--- src/pkg/probe_latch_pkg.sv ---
/*
  Constants for the two-channel probe position latch.
  Assumes a 20 MHz clock and byte-addressed Avalon-MM register access.
*/
package probe_latch_pkg;
  // Register indices, byte address is four times the index
  localparam logic [15:0] IDX_P1_RISE  = 16'h60BA;
  localparam logic [15:0] IDX_P1_FALL  = 16'h60BB;
  localparam logic [15:0] IDX_P2_RISE  = 16'h60BC;
  localparam logic [15:0] IDX_P2_FALL  = 16'h60BD;
  localparam logic [15:0] IDX_CONTROL  = 16'h60B8;
  localparam logic [15:0] IDX_STATUS   = 16'h60B9;
  localparam logic [15:0] IDX_CONFIG   = 16'h6100;
  localparam logic [15:0] IDX_FILTER   = 16'h6101;
  localparam logic [15:0] IDX_RESTART  = 16'h6102;

  // Control word field positions, per-channel base offset
  localparam int CH2_BASE      = 8;
  localparam int CTL_ENABLE    = 0;
  localparam int CTL_CONT      = 1;
  localparam int CTL_INDEX_SRC = 2;
  localparam int CTL_RISE_EN   = 4;
  localparam int CTL_FALL_EN   = 5;
  // Status word field positions
  localparam int ST_ENABLED    = 0;
  localparam int ST_RISE_DONE  = 1;
  localparam int ST_FALL_DONE  = 2;
  localparam int ST_COUNT_LO   = 6;

  // Config register fields
  localparam int CFG_ROUTE1    = 0;
  localparam int CFG_ROUTE2    = 2;
  localparam int CFG_POL1      = 4;
  localparam int CFG_POL2      = 5;

  // Routing codes
  localparam logic [1:0] ROUTE_CH1  = 2'h0;
  localparam logic [1:0] ROUTE_CH2  = 2'h1;
  localparam logic [1:0] ROUTE_NONE = 2'h2;

  // Reset values
  localparam logic [5:0]  CONFIG_RESET = 6'h04;  // Input 1 to ch1, input 2 to ch2, both uninverted
  localparam logic [15:0] CONTROL_RESET = 16'h0000;
  localparam logic [9:0]  FILTER_RESET  = 10'h000;
  localparam logic [9:0]  FILTER_MAX    = 10'h3E8;

  // Filter time unit and clock
  localparam int FILTER_UNIT_NS = 10;
  localparam int CLK_PERIOD_NS  = 50;
endpackage

--- src/verilog/probe_input_filter.sv ---
/*
  Polarity and glitch filter for one probe input.
  Assumes the input is synchronous to mclk; filter time counted in 10 ns units.
*/
`timescale 1ns/1ns
module probe_input_filter #(
  parameter int FILTER_W = 10
) (
  // Clock and reset
  input  wire logic                mclk,
  input  wire logic                rst_n,
  // Configuration
  input  wire logic                invert,
  input  wire logic [FILTER_W-1:0] filterTime,
  // Pin and result
  input  wire logic                pin,
  output logic                     level
);
  typedef struct packed {
    logic                lvl;
    logic [FILTER_W+2:0] cnt;
  } state_type;

  state_type           cur;
  state_type           next_cur;
  logic                active;
  logic [FILTER_W+3:0] holdNs;
  logic [FILTER_W+2:0] target;

  // Width must hold the largest filter setting
  if (FILTER_W < 10) begin : g_bad_width
    $error("FILTER_W too small for the filter range");
  end

  // Uninverted pin is active low
  assign active = invert ? pin : ~pin;
  // Product needs one bit more than the count, or long times wrap short
  assign holdNs = (FILTER_W+4)'(filterTime) * (FILTER_W+4)'(probe_latch_pkg::FILTER_UNIT_NS)
                  + (FILTER_W+4)'(probe_latch_pkg::CLK_PERIOD_NS - 1);
  // Round the hold time up to whole clock cycles
  assign target = (FILTER_W+3)'(holdNs / (FILTER_W+4)'(probe_latch_pkg::CLK_PERIOD_NS));

  // Level must hold its new value for the filter time
  always_comb begin
    next_cur = cur;
    if (active == cur.lvl) begin
      next_cur.cnt = '0;
    end else if (target == '0 || cur.cnt + 1'b1 >= target) begin
      next_cur.lvl = active;
      next_cur.cnt = '0;
    end else begin
      next_cur.cnt = cur.cnt + 1'b1;
    end
  end

  always_ff @(posedge mclk or negedge rst_n) begin
    if (!rst_n) begin
      cur <= '0;
    end else begin
      cur <= next_cur;
    end
  end

  assign level = cur.lvl;
endmodule

--- src/verilog/probe_channel.sv ---
/*
  One probe channel: edge detection, single/continuous trigger and latching.
  Assumes filtered trigger levels and the position arrive on mclk.
*/
`timescale 1ns/1ns
module probe_channel (
  // Clock and reset
  input  wire logic        mclk,
  input  wire logic        rst_n,
  // Control bits of this channel
  input  wire logic [5:0]  ctl,
  // Triggers
  input  wire logic        extLevel,
  input  wire logic        indexLevel,
  input  wire logic [31:0] position,
  // Results
  output logic [31:0]      risePos,
  output logic [31:0]      fallPos,
  output logic [7:0]       status
);
  typedef struct packed {
    logic        prevLvl;
    logic        prevEn;
    logic        riseDone;
    logic        fallDone;
    logic [1:0]  count;
    logic [31:0] rise;
    logic [31:0] fall;
  } state_type;

  state_type cur;
  state_type next_cur;
  logic lvl;
  logic en;
  logic rising;
  logic falling;
  logic takeRise;
  logic takeFall;

  assign en  = ctl[probe_latch_pkg::CTL_ENABLE];
  assign lvl = ctl[probe_latch_pkg::CTL_INDEX_SRC] ? indexLevel : extLevel;
  assign rising  = lvl & ~cur.prevLvl;
  assign falling = ~lvl & cur.prevLvl;
  // Single mode takes only the first valid rising and the first valid falling edge after enabling
  assign takeRise = en & rising & ctl[probe_latch_pkg::CTL_RISE_EN]
                    & (ctl[probe_latch_pkg::CTL_CONT] | ~cur.riseDone);
  assign takeFall = en & falling & ctl[probe_latch_pkg::CTL_FALL_EN]
                    & (ctl[probe_latch_pkg::CTL_CONT] | ~cur.fallDone);

  // Latching, done flags cleared on a fresh enable
  always_comb begin
    next_cur = cur;
    next_cur.prevLvl = lvl;
    next_cur.prevEn  = en;
    if (en && !cur.prevEn) begin
      next_cur.riseDone = 1'b0;
      next_cur.fallDone = 1'b0;
      next_cur.count    = 2'h0;
    end
    if (takeRise) begin
      next_cur.rise     = position;
      next_cur.riseDone = 1'b1;
    end
    if (takeFall) begin
      next_cur.fall     = position;
      next_cur.fallDone = 1'b1;
    end
    if ((takeRise || takeFall) && ctl[probe_latch_pkg::CTL_CONT]) begin
      next_cur.count = cur.count + 2'h1; // wraps 3 to 0
    end
  end

  always_ff @(posedge mclk or negedge rst_n) begin
    if (!rst_n) begin
      cur <= '0;
    end else begin
      cur <= next_cur;
    end
  end

  assign risePos = cur.rise;
  assign fallPos = cur.fall;
  // Status byte of this channel
  always_comb begin
    status = 8'h00;
    status[probe_latch_pkg::ST_ENABLED]   = en;
    status[probe_latch_pkg::ST_RISE_DONE] = cur.riseDone;
    status[probe_latch_pkg::ST_FALL_DONE] = cur.fallDone;
    status[probe_latch_pkg::ST_COUNT_LO +: 2] = cur.count;
  end
endmodule

--- src/verilog/touch_probe_position_latch.sv ---
/*
  Two-channel probe position latch with Avalon-MM register slave.
  Assumes inputs synchronous to mclk and a master that holds requests
  until waitrequest is low.
*/
// Local design decision: the Avalon-MM interface to the registers.
`timescale 1ns/1ns
// How it works
// - channel 1 rising edge latches position
// - channel 1 falling edge latches position
// - channel 2 rising edge latches position
// - channel 2 falling edge latches position
// - first input routing 0..2, after restart
// - second input routing 0..2, default 1
// - filter time 0..1000 x10ns, immediate
// - first input polarity, after restart
// - second input polarity, after restart
// - control word per-channel enable/mode/source/edges
// - single mode latches once, continuous always
// - status word shows enabled and done
// - continuous latch counter wraps 3 to 0
module touch_probe_position_latch (
  // Clock and reset
  input  wire logic        mclk,
  input  wire logic        rst_n,
  // Avalon-MM slave
  input  wire logic [17:0] address,
  input  wire logic        read,
  input  wire logic        write,
  input  wire logic [31:0] writedata,
  input  wire logic [3:0]  byteenable,
  output logic [31:0]      readdata,
  output logic             waitrequest,
  // Probe pins and position feedback
  input  wire logic        first_probe_input,
  input  wire logic        second_probe_input,
  input  wire logic        indexPulse,
  input  wire logic [31:0] position
);
  typedef struct packed {
    logic [15:0] control;
    logic [9:0]  filter;
    logic [5:0]  configPending;
    logic [5:0]  configActive;
    logic [31:0] rdata;
    logic        ack;
  } state_type;

  state_type cur;
  state_type next_cur;
  logic [15:0] index;
  logic [31:0] wmask;
  logic [31:0] wval;
  logic        lvl1;
  logic        lvl2;
  logic        ext1;
  logic        ext2;
  logic [31:0] pos1Rise;
  logic [31:0] pos1Fall;
  logic [31:0] pos2Rise;
  logic [31:0] pos2Fall;
  logic [7:0]  stat1;
  logic [7:0]  stat2;
  logic [1:0]  route1;
  logic [1:0]  route2;

  // Word index from byte address
  assign index = address[17:2];
  assign wmask = {{8{byteenable[3]}}, {8{byteenable[2]}}, {8{byteenable[1]}}, {8{byteenable[0]}}};
  assign route1 = cur.configActive[probe_latch_pkg::CFG_ROUTE1 +: 2];
  assign route2 = cur.configActive[probe_latch_pkg::CFG_ROUTE2 +: 2];

  // Input filters; polarity only from the restart-applied copy
  probe_input_filter #(.FILTER_W(10)) filter1 (
    .mclk       (mclk),
    .rst_n      (rst_n),
    .invert     (cur.configActive[probe_latch_pkg::CFG_POL1]),
    .filterTime (cur.filter),
    .pin        (first_probe_input),
    .level      (lvl1)
  );
  probe_input_filter #(.FILTER_W(10)) filter2 (
    .mclk       (mclk),
    .rst_n      (rst_n),
    .invert     (cur.configActive[probe_latch_pkg::CFG_POL2]),
    .filterTime (cur.filter),
    .pin        (second_probe_input),
    .level      (lvl2)
  );

  // Routing of the two inputs onto the channels; both may share one channel
  always_comb begin
    ext1 = ((route1 == probe_latch_pkg::ROUTE_CH1) & lvl1)
         | ((route2 == probe_latch_pkg::ROUTE_CH1) & lvl2);
    ext2 = ((route1 == probe_latch_pkg::ROUTE_CH2) & lvl1)
         | ((route2 == probe_latch_pkg::ROUTE_CH2) & lvl2);
  end

  probe_channel chan1 (
    .mclk       (mclk),
    .rst_n      (rst_n),
    .ctl        (cur.control[5:0]),
    .extLevel   (ext1),
    .indexLevel (indexPulse),
    .position   (position),
    .risePos    (pos1Rise),
    .fallPos    (pos1Fall),
    .status     (stat1)
  );
  probe_channel chan2 (
    .mclk       (mclk),
    .rst_n      (rst_n),
    .ctl        (cur.control[probe_latch_pkg::CH2_BASE +: 6]),
    .extLevel   (ext2),
    .indexLevel (indexPulse),
    .position   (position),
    .risePos    (pos2Rise),
    .fallPos    (pos2Fall),
    .status     (stat2)
  );

  // Bus slave: request accepted one cycle after it appears
  always_comb begin
    next_cur = cur;
    next_cur.ack = 1'b0;
    wval = 32'h0000_0000;
    if ((read || write) && !cur.ack) begin
      next_cur.ack = 1'b1;
      next_cur.rdata = 32'h0000_0000;
      if (read) begin
        unique case (index)
          probe_latch_pkg::IDX_P1_RISE: next_cur.rdata = pos1Rise;
          probe_latch_pkg::IDX_P1_FALL: next_cur.rdata = pos1Fall;
          probe_latch_pkg::IDX_P2_RISE: next_cur.rdata = pos2Rise;
          probe_latch_pkg::IDX_P2_FALL: next_cur.rdata = pos2Fall;
          probe_latch_pkg::IDX_CONTROL: next_cur.rdata = {16'h0000, cur.control};
          probe_latch_pkg::IDX_STATUS:  next_cur.rdata = {16'h0000, stat2, stat1};
          probe_latch_pkg::IDX_CONFIG:  next_cur.rdata = {26'h0000000, cur.configPending};
          probe_latch_pkg::IDX_FILTER:  next_cur.rdata = {22'h000000, cur.filter};
          default:                      next_cur.rdata = 32'h0000_0000;
        endcase
      end else begin
        unique case (index)
          probe_latch_pkg::IDX_CONTROL: begin
            wval = (writedata & wmask) | ({16'h0000, cur.control} & ~wmask);
            next_cur.control = wval[15:0];
          end
          probe_latch_pkg::IDX_CONFIG: begin
            wval = (writedata & wmask) | ({26'h0000000, cur.configPending} & ~wmask);
            // Out-of-range routing codes are refused per field
            if (wval[probe_latch_pkg::CFG_ROUTE1 +: 2] <= probe_latch_pkg::ROUTE_NONE) begin
              next_cur.configPending[probe_latch_pkg::CFG_ROUTE1 +: 2] = wval[probe_latch_pkg::CFG_ROUTE1 +: 2];
            end
            if (wval[probe_latch_pkg::CFG_ROUTE2 +: 2] <= probe_latch_pkg::ROUTE_NONE) begin
              next_cur.configPending[probe_latch_pkg::CFG_ROUTE2 +: 2] = wval[probe_latch_pkg::CFG_ROUTE2 +: 2];
            end
            next_cur.configPending[probe_latch_pkg::CFG_POL1] = wval[probe_latch_pkg::CFG_POL1];
            next_cur.configPending[probe_latch_pkg::CFG_POL2] = wval[probe_latch_pkg::CFG_POL2];
          end
          probe_latch_pkg::IDX_FILTER: begin
            wval = (writedata & wmask) | ({22'h000000, cur.filter} & ~wmask);
            // Immediate effect; values above the limit ignored
            if (wval[31:10] == 22'h000000 && wval[9:0] <= probe_latch_pkg::FILTER_MAX) begin
              next_cur.filter = wval[9:0];
            end
          end
          probe_latch_pkg::IDX_RESTART: begin
            // Soft restart applies staged routing and polarity
            if (byteenable[0] && writedata[0]) begin
              next_cur.configActive = cur.configPending;
            end
          end
          default: begin
            wval = 32'h0000_0000;
          end
        endcase
      end
    end
  end

  always_ff @(posedge mclk or negedge rst_n) begin
    if (!rst_n) begin
      cur.control       <= probe_latch_pkg::CONTROL_RESET;
      cur.filter        <= probe_latch_pkg::FILTER_RESET;
      cur.configPending <= probe_latch_pkg::CONFIG_RESET;
      cur.configActive  <= probe_latch_pkg::CONFIG_RESET;
      cur.rdata         <= 32'h0000_0000;
      cur.ack           <= 1'b0;
    end else begin
      cur <= next_cur;
    end
  end

  // Waitrequest is low only in the ack cycle
  always_ff @(posedge mclk or negedge rst_n) begin
    if (!rst_n) begin
      waitrequest <= 1'b1;
      readdata    <= 32'h0000_0000;
    end else begin
      waitrequest <= ~((read || write) && !cur.ack);
      readdata    <= next_cur.rdata;
    end
  end
endmodule

--- config.mk ---
export PLATFORM = sky130hd
export DESIGN_NAME = touch_probe_position_latch
export DESIGN_NICKNAME = d
export VERILOG_FILES = /design/src/pkg/probe_latch_pkg.sv /design/src/verilog/probe_input_filter.sv /design/src/verilog/probe_channel.sv /design/src/verilog/touch_probe_position_latch.sv
export SDC_FILE = /design/constraint.sdc
export NUM_CORES = 1
export LEC_CHECK = 0
export ABC_AREA = 1
export ABC_CLOCK_PERIOD_IN_PS = 8980
export BUFFER_PORTS_ARGS = -buffer_cell sky130_fd_sc_hd__buf_4
export CELL_PAD_IN_SITES_DETAIL_PLACEMENT = 1
export CELL_PAD_IN_SITES_GLOBAL_PLACEMENT = 2
export CORE_UTILIZATION = 36
export CTS_CLUSTER_DIAMETER = 30
export DETAILED_ROUTE_END_ITERATION = 8
export PLACE_DENSITY_LB_ADDON = 0.1
export SYNTH_ARGS = -nofsm -noshare
export SYNTH_HDL_FRONTEND = slang
export SYNTH_SLANG_ARGS = --single-unit
--- constraint.sdc ---
create_clock -name mclk -period 8.98 [get_ports mclk]
set_input_delay 0 -clock mclk [delete_from_list [all_inputs] [get_ports mclk]]
set_output_delay 0 -clock mclk [all_outputs]
set_load 0.005 [all_outputs]
==> flow_summary.ini <==
[power]
p_per_area_mw_per_mm2 = 200
clock_power_share_pct = 65.8
p_seq_share_pct = 30.6
totalPowerFinal_mw = 3.56
sw_frac_of_total_pct = 21.9
switchingPower_uw = 781
comb_power_share_pct = 3.6
p_int_mw = 2.78
p_leak_nw = 8.74
ir_drop_uv = 158

[cts]
cts_made_buffers = 60
clk_root_buffer_cell = clkbuf_16
clk_latency_ps = 610
cts_htree_levels = 2
cts_tree = done
clock_sinks = 240
clkSlewWorstSetupHoldPaths_ps = 40
cts.path.max_buffers = 3

[logic_synthesis]
synth-seq-cells = 240
synth_cell_types = 58
synth.area.top_cells = dfrtp_1 44%, nand2_1 12%, o21ai_0 6.9%
ys_warn_count = 0
syn_area_sq_mm = 0.0136
synth_area_per_cell_sq_um = 7.98
ys.flop_type = dfrtp_1
netlist_instances = 1706
yosysSeqAreaShare_pct = 44.1
yosysTopAreaCell = dfrtp_1
synth-edff-count = 0
ys_async_sr_fraction_pct = 100
synth_top_area_share_pct = 43.6

[grt]
grt_pass1_wl_microns = 66800
grt_use_total_pct = 21.8
antenna_found_initial = 1
grt_max_degree = 116
grt_pass1_vias = 12755
grt_overflow_total = 0

[drt]
dr.pass1.iters = 5
drc_errors = 0
ant_nets = 0
first_iter_violations = 428
vias = 12014
wire_per_inst_microns = 16.6
drt_wl_total_microns = 40500
avgViaCountPerCell = 4.93

[timing]
skew_ps = 54.5
min_period_ps = 8200
hold_viol_final = 0
finalSetupViolCount = 0
fin_ws_ps = 781
rsz0062_at_grt = false
setup_tns_ps = 0
period_share_pct = 91.3
maxSlewViolCount = 0
timing.hold.ws_ps = 51.4
relSlewSlack_pct = 25.8
timing.fmax_mhz = 122
worstMarginPinSlew_ps = 1110

[outcome]
status = finished clean

[floorplanning]
dieArea_sq_mm = 0.0386
std_cell_rows = 70
start_util_pct = 36.9
fp.dieW_microns = 196
die_h_microns = 196
io_pins = 126
core_sq_mm = 0.0369

[worst_setup_path]
cp.arrival_ps = 8730
critical-path-top-delay-family = simple AND/OR/NAND/NOR gates
path_max_fanout = 6
crit_required_ps = 9510
path_class = reg2reg
worst_setup_path_start_kind = flip-flop
cp.buffers_inverters = 8
cp_slowest_cell = fa_2
startpoint = cur[46]
max_stage_delay_ps = 470
r2r_start = cur[46]
rrSetupSlack_ps = 780
end_kind = flip-flop

[hold_path]
min_from = address[10]
hp-class = in2reg

[finish]
final_common_cell = nand2_1
final_area_sq_mm = 0.0178
drive_gt1_share_pct = 20.5
nNetsFinal = 2017
final_cell_mix = 423 x nand2_1, 235 x dfrtp_1, 188 x o21ai_0
n_antenna_cell = 0
area_delta_synth_final_pct = 30.9

[placed_design]
place_hpwl_microns = 26400
io_buffers = 123
gp_congestion = 0.781
place_area_sq_mm = 0.0149
dp_slack_ps = 570

[run]
cap_violations = 0
## power by group through the flow
stage                     Clock [mW]  Combinational, mW  Sequential [mW]
after floorplan                    0             0.0319             1.11
after global placement             0              0.108             1.11
after detailed placement           0              0.109             1.11
after CTS                       2.39              0.131             1.09
after global routing            2.44              0.142             1.09
final                           2.34              0.127             1.09
## layout make-up
type	count	area, sq um
Sequential cell	240	6010
Clock buffer	74	1640
Timing Repair Buffer	207	1720
Fill cell	4361	19000
Clock inverter	38	589
Tap cell	504	631
Inverter	210	798
Multi-Input combinational cell	1165	6430
## stage by stage
step,util [%],std cells
after global placement,40.3,2257
after floorplan,-,1713
after global routing,48.3,2438
after CTS,48.0,2431
after detailed placement,40.3,2257
final,48.3,2438
## metal layers
metal  wire length (microns)  global-route usage, %
met2                   20200                   38.4
met1                   18100                   27.2
met5                      15                      0
met4                     697                   5.96
met3                    1460                   3.94
## state kept, by name (all words and copies together) (netlist names), named ones only
name	flops
chan2.risePos	32
chan1.cur	2
chan1.risePos	32
chan2.cur	2
chan1.status	4
filter2.level	1
chan2.fallPos	32
filter1.level	1
waitrequest	1
chan1.fallPos	32
filter1.cur	13
cur	21
chan2.status	4
filter2.cur	13
readdata	32
## synthesized netlist by cell type, drive strengths merged (13+ instances only)
master  number
nor3        14
ha          39
o21ai      195
a21oi       37
inv        207
clkbuf      61
nor4        13
nand4       39
a22o        16
dfrtp      237
nor2        80
xor2        17
nand2      472
nand3      157
buf         38
## tightest hold or removal path, delay by kind of cell
family                 cells  cell delay (ps)
buffers and inverters      3              310
AO/OA/AOI/OAI              2              240
AND/OR/NAND/NOR            1               40
## path summary, 6_finish.rpt
check | endpoint | cells after the start
max | filter2.cur[4] | 59
min | cur[41] | 6
max reg2reg | filter2.cur[4] | 59
min reg2reg | chan1.cur[68] | 0
max in group asynchronous | chan2.fallPos[18] | 4
min in group asynchronous | chan1.status[6] | 2
## cells by family after synthesis
logic type               count (synthesis)  synth area share (%)
AO/OA/AOI/OAI                          295                  12.3
flip-flops                             240                  44.1
buffers and inverters                  309                  9.51
other                                    1                0.0275
multiplexers                             6                 0.496
AND/OR/NAND/NOR                        786                  28.0
XOR/XNOR                                29                  1.87
adder cells (fa/ha/maj)                 40                  3.73
## what timing repair did
item | 4_1_cts | 5_1_grt
buffers inserted | 0 | 6
hold buffers | 62 | 0
setup endpoints to repair | 0 | 19
endpoints found under the hold margin | 326 | 0
gates resized for setup | 0 | 13
(Power assumes the default switching activity.)
